===== config.mk =====
export PLATFORM = sky130hd
export DESIGN_NAME = lcr_packet_rx
export DESIGN_NICKNAME = d
export VERILOG_FILES = /design/src/logic/lcr_pkg.sv /design/src/logic/lcr_packet_rx.sv
export SDC_FILE = /design/constraint.sdc
export NUM_CORES = 1
export LEC_CHECK = 0
export ABC_AREA = 1
export ABC_CLOCK_PERIOD_IN_PS = 4500
export BUFFER_PORTS_ARGS = -buffer_cell sky130_fd_sc_hd__buf_2
export CORE_MARGIN = 2
export CORE_UTILIZATION = 50
export CTS_CLUSTER_DIAMETER = 100
export DETAILED_ROUTE_END_ITERATION = 10
export PLACE_DENSITY_LB_ADDON = 0.08
export SYNTH_ARGS = -nofsm -noshare
export SYNTH_HDL_FRONTEND = slang
export SYNTH_SLANG_ARGS = --single-unit

===== constraint.sdc =====
create_clock -name core_clk -period 4.5 [get_ports core_clk]
set_input_delay 0.225 -clock core_clk [delete_from_list [all_inputs] [get_ports core_clk]]
set_output_delay 0.225 -clock core_clk [all_outputs]
set_load 0.02 [all_outputs]

===== src/logic/lcr_pkg.sv =====
package lcr_pkg;
	// Header codes selecting the packet type
	localparam logic [5:0] HDR_GS16  = 6'h3F;
	localparam logic [5:0] HDR_GS10  = 6'h2B;
	localparam logic [5:0] HDR_DC8   = 6'h33;
	localparam logic [5:0] HDR_DC6   = 6'h27;
	localparam logic [5:0] HDR_CFG16 = 6'h23;
	localparam logic [5:0] HDR_CFG10 = 6'h37;

	// Frame geometry in serial bits
	localparam logic [5:0] HDR_BITS    = 6'd6;
	localparam logic [5:0] WIDE_BITS   = 6'd48;
	localparam logic [5:0] NARROW_BITS = 6'd30;

	// Wide preamble field positions (low bit)
	localparam int W_HDR_LO  = 42;
	localparam int W_ADR_LO  = 32;
	localparam int W_HDR2_LO = 26;
	localparam int W_LEN_LO  = 16;
	localparam int W_PAR_LO  = 12;
	localparam int W_LEN2_LO = 0;
	// Narrow preamble field positions (low bit)
	localparam int N_HDR_LO  = 24;
	localparam int N_PAR_LO  = 20;
	localparam int N_ADR_LO  = 10;
	localparam int N_LEN_LO  = 0;
	// Channel word positions inside a group
	localparam int W_C_LO = 32;
	localparam int W_B_LO = 16;
	localparam int N_C_LO = 20;
	localparam int N_B_LO = 10;

	// Register offsets (byte addresses)
	localparam logic [7:0] REG_CTRL   = 8'h00;
	localparam logic [7:0] REG_STATUS = 8'h04;
	localparam logic [7:0] REG_GS_C   = 8'h08;
	localparam logic [7:0] REG_GS_B   = 8'h0C;
	localparam logic [7:0] REG_GS_A   = 8'h10;
	// Control fields, reset values and PWM limit
	localparam int          CTRL_EN_BIT  = 16;
	localparam logic [9:0]  POS_RESET    = 10'h000;
	localparam logic        EN_RESET     = 1'b1;
	localparam logic [15:0] GS_RESET     = 16'h0000;
	localparam logic [9:0]  PWM10_MAX    = 10'h3FF;

	// Receiver states
	typedef enum logic [1:0] {
		ST_IDLE = 2'b00,
		ST_HDR  = 2'b01,
		ST_PRE  = 2'b10,
		ST_DATA = 2'b11
	} lcr_state_t;

	// One driver's three gray scale words
	typedef struct packed {
		logic [15:0] c;
		logic [15:0] b;
		logic [15:0] a;
	} lcr_rgb_t;
endpackage


===== src/logic/lcr_packet_rx.sv =====
`timescale 1ns/10ps
module lcr_packet_rx (
	// Clock and reset
	input  wire logic        core_clk,
	input  wire logic        arst_n,
	// Serial link pins
	input  wire logic        serial_clock_in,
	input  wire logic        serial_data_in,
	// Register port
	input  wire logic [7:0]  reg_addr,
	input  wire logic [31:0] reg_wdata,
	input  wire logic        reg_write,
	input  wire logic        reg_read,
	output logic      [31:0] reg_rdata,
	// LED channel drive, high means on
	output logic             channel_a_output,
	output logic             channel_b_output,
	output logic             channel_c_output
);

	// Synchroniser stages for the link pins
	logic              sck_meta_reg;
	logic              sck_sync_reg;
	logic              sck_last_reg;
	logic              sdi_meta_reg;
	logic              sdi_sync_reg;
	// Receiver state
	lcr_pkg::lcr_state_t st_reg;
	logic [47:0]       sr_reg;       // Serial shift register
	logic [5:0]        cnt_reg;      // Bits into current field
	logic [5:0]        hdr_reg;      // Accepted header
	logic [9:0]        len_reg;      // Chain length minus one
	logic [9:0]        grp_reg;      // Group index in packet
	lcr_pkg::lcr_rgb_t pend_reg;     // Own group, not yet shown
	logic              pend_ok_reg;  // Own group captured
	// Visible state
	lcr_pkg::lcr_rgb_t gs_reg;       // Gray scale in use
	logic              mode10_reg;   // Ten-bit PWM active
	logic [15:0]       pwm_reg;      // PWM counter
	logic [9:0]        pos_reg;      // Own chain position
	logic              en_reg;       // Receiver enable
	logic [7:0]        bad_cnt_reg;  // Rejected preambles
	logic [7:0]        good_cnt_reg; // Committed gray packets
	// Combinational helpers
	logic              sample;
	logic [47:0]       sr_next;
	logic              wide;
	logic [5:0]        frame_last;
	logic              pre_done;
	logic              pre_good;
	logic              grp_end;
	logic              pick;
	logic              commit;
	lcr_pkg::lcr_rgb_t grp_words;

	// Header decode, shared by several processes
	function automatic logic hdr_known(input logic [5:0] h);
		hdr_known = (h == lcr_pkg::HDR_GS16) || (h == lcr_pkg::HDR_GS10) ||
			(h == lcr_pkg::HDR_DC8) || (h == lcr_pkg::HDR_DC6) ||
			(h == lcr_pkg::HDR_CFG16) || (h == lcr_pkg::HDR_CFG10);
	endfunction

	// Sixteen-bit family uses wide preamble and words
	function automatic logic hdr_wide(input logic [5:0] h);
		hdr_wide = (h == lcr_pkg::HDR_GS16) || (h == lcr_pkg::HDR_DC8) || (h == lcr_pkg::HDR_CFG16);
	endfunction

	// Only gray scale packets change the outputs
	function automatic logic hdr_gray(input logic [5:0] h);
		hdr_gray = (h == lcr_pkg::HDR_GS16) || (h == lcr_pkg::HDR_GS10);
	endfunction

	// Expected parity nibble
	function automatic logic [3:0] par_calc(input logic [5:0] h, input logic [9:0] a, input logic [9:0] l);
		logic [2:0] p;
		p = {^h, ^a, ^l};
		par_calc = {^p, p};
	endfunction

	// Preamble check for either layout
	function automatic logic pre_check(input logic [47:0] s, input logic w);
		if (w) begin
			pre_check = (s[lcr_pkg::W_HDR2_LO +: 6] == s[lcr_pkg::W_HDR_LO +: 6]) &&
				(s[lcr_pkg::W_LEN2_LO +: 10] == s[lcr_pkg::W_LEN_LO +: 10]) &&
				(s[lcr_pkg::W_PAR_LO +: 4] == par_calc(s[lcr_pkg::W_HDR_LO +: 6],
				s[lcr_pkg::W_ADR_LO +: 10], s[lcr_pkg::W_LEN_LO +: 10]));
		end else begin
			pre_check = (s[lcr_pkg::N_PAR_LO +: 4] == par_calc(s[lcr_pkg::N_HDR_LO +: 6],
				s[lcr_pkg::N_ADR_LO +: 10], s[lcr_pkg::N_LEN_LO +: 10]));
		end
	endfunction

	// Link pin synchronisers; first stage feeds only the second
	always_ff @(posedge core_clk or negedge arst_n) begin
		if (!arst_n) begin
			sck_meta_reg <= 1'b0;
			sck_sync_reg <= 1'b0;
			sck_last_reg <= 1'b0;
			sdi_meta_reg <= 1'b0;
			sdi_sync_reg <= 1'b0;
		end else begin
			sck_meta_reg <= serial_clock_in;
			sck_sync_reg <= sck_meta_reg;
			sck_last_reg <= sck_sync_reg;
			sdi_meta_reg <= serial_data_in;
			sdi_sync_reg <= sdi_meta_reg;
		end
	end

	// Falling serial clock edge; data path has equal delay
	assign sample = sck_last_reg & ~sck_sync_reg;
	assign sr_next = {sr_reg[46:0], sdi_sync_reg};
	assign wide = hdr_wide(hdr_reg);
	assign frame_last = (wide ? lcr_pkg::WIDE_BITS : lcr_pkg::NARROW_BITS) - 6'd1;
	assign pre_done = sample && en_reg && (st_reg == lcr_pkg::ST_PRE) && (cnt_reg == frame_last);
	assign pre_good = pre_check(sr_next, wide);
	assign grp_end = sample && en_reg && (st_reg == lcr_pkg::ST_DATA) && (cnt_reg == frame_last);
	// Farthest driver comes first, so own group is len minus position
	assign pick = grp_end && (pos_reg <= len_reg) && (grp_reg == len_reg - pos_reg);
	assign commit = grp_end && (grp_reg == len_reg) && hdr_gray(hdr_reg) && (pick || pend_ok_reg);

	// Unpack the group just shifted in
	always_comb begin
		if (wide) begin
			grp_words.c = sr_next[lcr_pkg::W_C_LO +: 16];
			grp_words.b = sr_next[lcr_pkg::W_B_LO +: 16];
			grp_words.a = sr_next[15:0];
		end else begin
			grp_words.c = {6'h00, sr_next[lcr_pkg::N_C_LO +: 10]};
			grp_words.b = {6'h00, sr_next[lcr_pkg::N_B_LO +: 10]};
			grp_words.a = {6'h00, sr_next[9:0]};
		end
	end

	// Packet parser: header hunt, preamble, data groups
	always_ff @(posedge core_clk or negedge arst_n) begin
		if (!arst_n) begin
			st_reg  <= lcr_pkg::ST_IDLE;
			sr_reg  <= 48'h000000000000;
			cnt_reg <= 6'h00;
			hdr_reg <= 6'h00;
			len_reg <= 10'h000;
			grp_reg <= 10'h000;
		end else if (sample && en_reg) begin
			sr_reg <= sr_next;
			unique case (st_reg)
				lcr_pkg::ST_IDLE: begin
					// A one opens a header candidate
					if (sdi_sync_reg) begin
						st_reg  <= lcr_pkg::ST_HDR;
						cnt_reg <= 6'h01;
					end
				end
				lcr_pkg::ST_HDR: begin
					cnt_reg <= cnt_reg + 6'h01;
					if (cnt_reg == lcr_pkg::HDR_BITS - 6'd1) begin
						// Unknown code: drop all six bits, hunt again
						if (hdr_known(sr_next[5:0])) begin
							st_reg  <= lcr_pkg::ST_PRE;
							hdr_reg <= sr_next[5:0];
						end else begin
							st_reg <= lcr_pkg::ST_IDLE;
						end
					end
				end
				lcr_pkg::ST_PRE: begin
					cnt_reg <= cnt_reg + 6'h01;
					if (pre_done) begin
						cnt_reg <= 6'h00;
						grp_reg <= 10'h000;
						// Failed checks fall back to hunting
						if (pre_good) begin
							st_reg  <= lcr_pkg::ST_DATA;
							len_reg <= wide ? sr_next[lcr_pkg::W_LEN_LO +: 10] : sr_next[9:0];
						end else begin
							st_reg <= lcr_pkg::ST_IDLE;
						end
					end
				end
				lcr_pkg::ST_DATA: begin
					cnt_reg <= cnt_reg + 6'h01;
					if (grp_end) begin
						cnt_reg <= 6'h00;
						grp_reg <= grp_reg + 10'h001;
						// Dot correction and configuration data skipped whole
						if (grp_reg == len_reg) begin
							st_reg <= lcr_pkg::ST_IDLE;
						end
					end
				end
			endcase
		end
	end

	// Hold own group until the packet has fully arrived
	always_ff @(posedge core_clk or negedge arst_n) begin
		if (!arst_n) begin
			pend_reg    <= '{lcr_pkg::GS_RESET, lcr_pkg::GS_RESET, lcr_pkg::GS_RESET};
			pend_ok_reg <= 1'b0;
		end else if (pre_done) begin
			pend_ok_reg <= 1'b0;
		end else if (pick) begin
			pend_reg    <= grp_words;
			pend_ok_reg <= 1'b1;
		end
	end

	// Adopt new values only for a complete, checked gray packet
	always_ff @(posedge core_clk or negedge arst_n) begin
		if (!arst_n) begin
			gs_reg     <= '{lcr_pkg::GS_RESET, lcr_pkg::GS_RESET, lcr_pkg::GS_RESET};
			mode10_reg <= 1'b0;
		end else if (commit) begin
			gs_reg     <= pick ? grp_words : pend_reg;
			mode10_reg <= ~wide;
		end
	end

	// PWM counter restarts when new values arrive
	always_ff @(posedge core_clk or negedge arst_n) begin
		if (!arst_n) begin
			pwm_reg <= 16'h0000;
		end else if (commit) begin
			pwm_reg <= 16'h0000;
		end else if (mode10_reg && pwm_reg[9:0] == lcr_pkg::PWM10_MAX) begin
			pwm_reg <= 16'h0000;
		end else begin
			pwm_reg <= pwm_reg + 16'h0001;
		end
	end

	// Output on while value exceeds counter; zero never lights
	always_ff @(posedge core_clk or negedge arst_n) begin
		if (!arst_n) begin
			channel_a_output <= 1'b0;
			channel_b_output <= 1'b0;
			channel_c_output <= 1'b0;
		end else begin
			channel_a_output <= gs_reg.a > pwm_reg;
			channel_b_output <= gs_reg.b > pwm_reg;
			channel_c_output <= gs_reg.c > pwm_reg;
		end
	end

	// Packet counters, saturating so software sees a trend
	always_ff @(posedge core_clk or negedge arst_n) begin
		if (!arst_n) begin
			bad_cnt_reg  <= 8'h00;
			good_cnt_reg <= 8'h00;
		end else begin
			if (pre_done && !pre_good && bad_cnt_reg != 8'hFF) begin
				bad_cnt_reg <= bad_cnt_reg + 8'h01;
			end
			if (commit && good_cnt_reg != 8'hFF) begin
				good_cnt_reg <= good_cnt_reg + 8'h01;
			end
		end
	end

	// Control register writes
	always_ff @(posedge core_clk or negedge arst_n) begin
		if (!arst_n) begin
			pos_reg <= lcr_pkg::POS_RESET;
			en_reg  <= lcr_pkg::EN_RESET;
		end else if (reg_write && reg_addr == lcr_pkg::REG_CTRL) begin
			pos_reg <= reg_wdata[9:0];
			en_reg  <= reg_wdata[lcr_pkg::CTRL_EN_BIT];
		end
	end

	// Read data one cycle after the strobe, zero otherwise
	always_ff @(posedge core_clk or negedge arst_n) begin
		if (!arst_n) begin
			reg_rdata <= 32'h00000000;
		end else if (reg_read) begin
			case (reg_addr)
				lcr_pkg::REG_CTRL:   reg_rdata <= {15'h0000, en_reg, 6'h00, pos_reg};
				lcr_pkg::REG_STATUS: reg_rdata <= {good_cnt_reg, bad_cnt_reg, 5'h00, mode10_reg, st_reg, 2'h0, hdr_reg};
				lcr_pkg::REG_GS_C:   reg_rdata <= {16'h0000, gs_reg.c};
				lcr_pkg::REG_GS_B:   reg_rdata <= {16'h0000, gs_reg.b};
				lcr_pkg::REG_GS_A:   reg_rdata <= {16'h0000, gs_reg.a};
				default:             reg_rdata <= 32'h00000000;
			endcase
		end else begin
			reg_rdata <= 32'h00000000;
		end
	end

	// Checks beside the logic
	a_idle_start_hunt: assert property (@(posedge core_clk) disable iff (!arst_n)
		(st_reg == lcr_pkg::ST_IDLE && sample && en_reg && sdi_sync_reg) |=> st_reg == lcr_pkg::ST_HDR)
		else $error("header hunt did not start on a one");
	a_bad_hdr_drop: assert property (@(posedge core_clk) disable iff (!arst_n)
		(st_reg == lcr_pkg::ST_HDR && sample && en_reg && cnt_reg == 6'd5 && !hdr_known(sr_next[5:0]))
		|=> st_reg == lcr_pkg::ST_IDLE)
		else $error("unknown header not discarded");
	a_bad_pre_keep: assert property (@(posedge core_clk) disable iff (!arst_n)
		(pre_done && !pre_good) |=> st_reg == lcr_pkg::ST_IDLE && $stable(gs_reg))
		else $error("bad preamble accepted");
	a_pwm_restart: assert property (@(posedge core_clk) disable iff (!arst_n)
		commit |=> pwm_reg == 16'h0000 ##1 pwm_reg == 16'h0001)
		else $error("PWM did not restart on new data");
	a_zero_off: assert property (@(posedge core_clk) disable iff (!arst_n)
		gs_reg.a == 16'h0000 |=> !channel_a_output)
		else $error("zero value lit channel A");
	a_ten_range: assert property (@(posedge core_clk) disable iff (!arst_n)
		mode10_reg |-> gs_reg.c[15:10] == 6'h00 && pwm_reg[15:10] == 6'h00)
		else $error("ten-bit mode exceeded 1023");
	a_gray_only: assert property (@(posedge core_clk) disable iff (!arst_n)
		!$stable(gs_reg) |-> $past(hdr_gray(hdr_reg)) && $past(grp_end))
		else $error("values changed outside a gray packet");
	a_sample_fall: assert property (@(posedge core_clk) disable iff (!arst_n)
		sample |-> $past(sck_sync_reg, 1) && $past(sck_sync_reg, 2) && !sck_sync_reg)
		else $error("sampled away from a falling edge");
	a_hdr_accept: assert property (@(posedge core_clk) disable iff (!arst_n)
		(st_reg == lcr_pkg::ST_HDR && sample && en_reg && cnt_reg == lcr_pkg::HDR_BITS - 6'd1 &&
		hdr_known(sr_next[5:0]))
		|=> st_reg == lcr_pkg::ST_PRE && hdr_reg == $past(sr_next[5:0]))
		else $error("known header not taken");
	a_hdr_copy: assert property (@(posedge core_clk) disable iff (!arst_n)
		(pre_done && pre_good && wide) |-> sr_next[lcr_pkg::W_HDR2_LO +: 6] == sr_next[lcr_pkg::W_HDR_LO +: 6])
		else $error("header copy mismatch accepted");
	a_len_copy: assert property (@(posedge core_clk) disable iff (!arst_n)
		(pre_done && pre_good && wide) |-> sr_next[lcr_pkg::W_LEN2_LO +: 10] == sr_next[lcr_pkg::W_LEN_LO +: 10])
		else $error("length copy mismatch accepted");
	// Parity written out bit by bit, apart from the shared function
	a_wide_parity: assert property (@(posedge core_clk) disable iff (!arst_n)
		(pre_done && pre_good && wide) |->
		sr_next[lcr_pkg::W_PAR_LO] == ^sr_next[lcr_pkg::W_LEN_LO +: 10] &&
		sr_next[lcr_pkg::W_PAR_LO + 1] == ^sr_next[lcr_pkg::W_ADR_LO +: 10] &&
		sr_next[lcr_pkg::W_PAR_LO + 2] == ^sr_next[lcr_pkg::W_HDR_LO +: 6] &&
		sr_next[lcr_pkg::W_PAR_LO + 3] == ^sr_next[lcr_pkg::W_PAR_LO +: 3])
		else $error("wide parity error accepted");
	a_narrow_parity: assert property (@(posedge core_clk) disable iff (!arst_n)
		(pre_done && pre_good && !wide) |->
		sr_next[lcr_pkg::N_PAR_LO] == ^sr_next[lcr_pkg::N_LEN_LO +: 10] &&
		sr_next[lcr_pkg::N_PAR_LO + 1] == ^sr_next[lcr_pkg::N_ADR_LO +: 10] &&
		sr_next[lcr_pkg::N_PAR_LO + 2] == ^sr_next[lcr_pkg::N_HDR_LO +: 6] &&
		sr_next[lcr_pkg::N_PAR_LO + 3] == ^sr_next[lcr_pkg::N_PAR_LO +: 3])
		else $error("narrow parity error accepted");
	a_data_start: assert property (@(posedge core_clk) disable iff (!arst_n)
		(pre_done && pre_good) |=> st_reg == lcr_pkg::ST_DATA && cnt_reg == 6'h00 && grp_reg == 10'h000)
		else $error("data phase did not start cleanly");
	a_commit_gray: assert property (@(posedge core_clk) disable iff (!arst_n)
		commit |-> hdr_reg == lcr_pkg::HDR_GS16 || hdr_reg == lcr_pkg::HDR_GS10)
		else $error("values taken from a non-gray packet");
	a_gray_hold: assert property (@(posedge core_clk) disable iff (!arst_n)
		!commit |=> $stable(gs_reg))
		else $error("values changed without a commit");
	a_mode_follows: assert property (@(posedge core_clk) disable iff (!arst_n)
		commit |=> mode10_reg == ($past(hdr_reg) == lcr_pkg::HDR_GS10))
		else $error("PWM mode does not follow header");
	a_pwm_step: assert property (@(posedge core_clk) disable iff (!arst_n)
		(!mode10_reg && !commit) |=> pwm_reg == $past(pwm_reg) + 16'h0001)
		else $error("sixteen-bit PWM skipped a step");
	a_pwm_wrap: assert property (@(posedge core_clk) disable iff (!arst_n)
		(mode10_reg && pwm_reg[9:0] == lcr_pkg::PWM10_MAX && !commit) |=> pwm_reg == 16'h0000)
		else $error("ten-bit PWM did not wrap at 1023");

endmodule


==> impl_metrics.yaml <==
setup_path:
  timing.rr.start: "hdr_reg[5]"
  cp_num_buf_inv: 3
  critPathTopFamily: "simple AND/OR/NAND/NOR gates"
  r2r_end: "gs_reg[1]"
  reg2reg_depth: 15
  cp.required_ps: 4930
  worstPathCellList: "inv_1 > nor3_2 > nand2_1 > nand2_2 > xor2_1 > nor2_1 > nand3_2 > nor2_2 > nand4_4 > nand2_1 > nand2_2 > buf_4 > clkinv_4 > nand2_1 > nand2_1"
  criticalPathCategory: "register to register"
  cpMaxStageDelayCell: "clkinv_4"
  critPathCaptureType: "register"
  critPathLaunchType: "register"
  crit_top_cell: "nand2_1"
  max_stage_delay_ps: 460
  r2r_slack_ps: 960
  cp_max_fo: 54
  critPathArrivalTime_ps: 3970
detailed_routing:
  detail_route.iter0.violations: 830
  ant_nets: 0
  firstDrtPassIters: 5
  viasPerCell: 5.24
  vias: 11700
  drt_wl_total_um: 37100
  wl_per_cell_um: 16.6
  post-route-drc-count: 0
floorplan:
  io-pin-count: 81
  rows: 61
  die_h_um: 172
  core_mm2: 0.0277
  die_w_um: 172
  initial_core_util: 0.508
  dieArea_mm2: 0.0295
synth:
  synth_cells: 1767
  yosysSeqAreaShare: 0.466
  syn-cell-area_mm2: 0.0141
  ys_seq_elements: 262
  synth.avg_cell_area_um2: 7.96
  synthArstFlopShare: 1.00
  synthMuxAreaShare: 0.00240
  ys_types: 49
  synth_xor_area_frac: 0.0511
  synth_compound_area_frac: 0.101
  synth_edf_count: 0
  syn_nets: 1885
  synthAdderAreaFrac: 0.0640
  synthSimpleGateAreaFrac: 0.244
  synth_warnings: 0
  dominantRegCellSynth: "dfrtp_1"
  synth_top_family_by_area: "simple AND/OR/NAND/NOR gates"
cells_and_area:
  drive_gt1_frac: 0.0739
  nets: 1949
  final_common_cell: "nand2_1"
  fillCellCount: 2641
  layout_common_cells: "nand2_1 (589), dfrtp_1 (261), inv_1 (190), nor2_1 (120), o21ai_0 (104)"
  area_growth_pct: 13.0
  antenna_cells: 0
worst_hold_path:
  worstHoldPathCells: 4
  min_to: "reg_rdata[0]"
  min_path_type: "input port to register"
  hp-start: "reg_addr[2]"
grt:
  grt_max_degree: 119
  grt_pass1_vias: 11200
  antenna_found_initial: 0
  grt_use_total: 0.261
  grt_pass1_wl_um: 60200
  grt_overflow_total: 0
timing:
  setup_ws_ps: 962
  slew_viol_final: 0
  rsz0062_at_grt: "false"
  fin_crit_sh: 0.786
  tightest_slew_ps: 908
  relSlewSlack: 0.395
  period_minus_slack_ps: 3540
  setup-violations-final: 0
  setup-tns-final_ps: 0
  finalClockSkew_ps: 17.5
  hold_violations: 0
  fmax_mhz: 283
cts:
  clock_sinks: 262
  cts_resized: 0
  cts_root_buf: "clkbuf_16"
  insertion_delay_ps: 560
  cts_tree: "yes"
  clockBufferDepth: 3
  cts.clk_slew.worst_paths_ps: 60
  cts_setup_buffers: 0
  cts_made_buffers: 30
  cts_hold_buffers: 15
  cts-htree-levels: 1
pwr:
  totalPowerFinal_w: 0.00520
  p_per_area_mw_per_mm2: 327
  leakage_nw: 7.92
  ir_drop_mv: 0.258
placed_design:
  place.port_buffers: 59
  globalplace.congestion: 0.931
  pre_cts_slack_ps: 984
  hpwl_um: 27300
job:
  cap_violations: 0
status:
  status: "completed"
metrics by stage:
stage | instances | cell area (µm²) | hold WS [ps] | utilization
final | 2231 | 15900 | 209 | 0.574
after global routing | 2231 | 15900 | 235 | 0.574
after CTS | 2231 | 15900 | 192 | 0.574
after detailed placement | 2162 | 14700 | 342 | 0.530
after global placement | 2162 | 14700 | 334 | 0.530
after floorplan | 1767 | 14100 | -70.6 | -
synthesized netlist by cell type (3+ instances only):
cell      number  share of area
buf_2         10         0.0036
nor4_1         4         0.0018
nand3_1       64          0.023
buf_4          8         0.0043
nor3b_1        3         0.0016
clkbuf_1      29         0.0077
inv_1        190          0.051
o21ai_0      104          0.037
xnor2_1       35          0.022
nand3b_1       4         0.0021
nand2_2        3         0.0013
o211ai_1       5         0.0027
xor2_1        47          0.029
nand4_1       20         0.0089
nor3_1        21         0.0075
o21ai_1       53          0.019
ha_1          72          0.064
dfrtp_1      261           0.46
a221oi_1      12         0.0075
buf_6          3         0.0024
nand2_1      590           0.16
nor2_1       120          0.032
nor2_2         3         0.0013
mux2_2         3         0.0024
a21oi_1       49          0.017
a31oi_1       13         0.0058
o22ai_1       12         0.0053
cell families after synthesis:
logic type / after synthesis
multiplexers: 3
AO/OA/AOI/OAI: 260
adder cells (fa/ha/maj): 72
XOR/XNOR: 82
AND/OR/NAND/NOR: 842
buffers and inverters: 246
flip-flops: 262
how the worst max path moves through the flow:
stage                     from          to  slack [ps]  cells after the start
floorplan           len_reg[1]  gs_reg[17]        2170                     17
global placement    len_reg[2]  gs_reg[28]        1020                     17
detailed placement  hdr_reg[5]  gs_reg[13]         980                     15
CTS                 hdr_reg[0]   gs_reg[1]         970                     15
global route        hdr_reg[5]  gs_reg[13]         520                     15
finish              hdr_reg[5]   gs_reg[1]         960                     15
worst register-to-register path, cell delays in order, from the launching register on:
cell and delay (ps):
dfrtp_1 420, inv_1 100, nor3_2 200, nand2_1 170, nand2_2 410, xor2_1 190
nor2_1 90, nand3_2 140, nor2_2 70, nand4_4 80, nand2_1 260, nand2_2 120
buf_4 450, clkinv_4 460, nand2_1 220, nand2_1 60
cell type report:
type | count | area [µm²] | share of cell area
clock buffers | 47 | 906 | 0.0570
clock inverters | 7 | 160 | 0.0101
inverters | 193 | 729 | 0.0459
multi-input cells | 1259 | 6530 | 0.410
flip-flops and latches | 262 | 6560 | 0.412
well taps | 378 | 473 | 0.0297
repair buffers | 85 | 551 | 0.0346
power by group:
group | total [W] | switching, W | internal (W)
clock network | 0.00261 | 0.000960 | 0.00165
registers | 0.00239 | 0.0000201 | 0.00237
logic | 0.000198 | 0.000139 | 0.0000594
routing by layer:
layer  vias up  wire [µm]  track usage
li1       5810          -            -
met1      5528      18200        0.396
met2       292      15800        0.385
met3        61       1970       0.0334
met4         0       1250       0.0888
met5         -          0            0
Power figures use the tool's default switching activity.
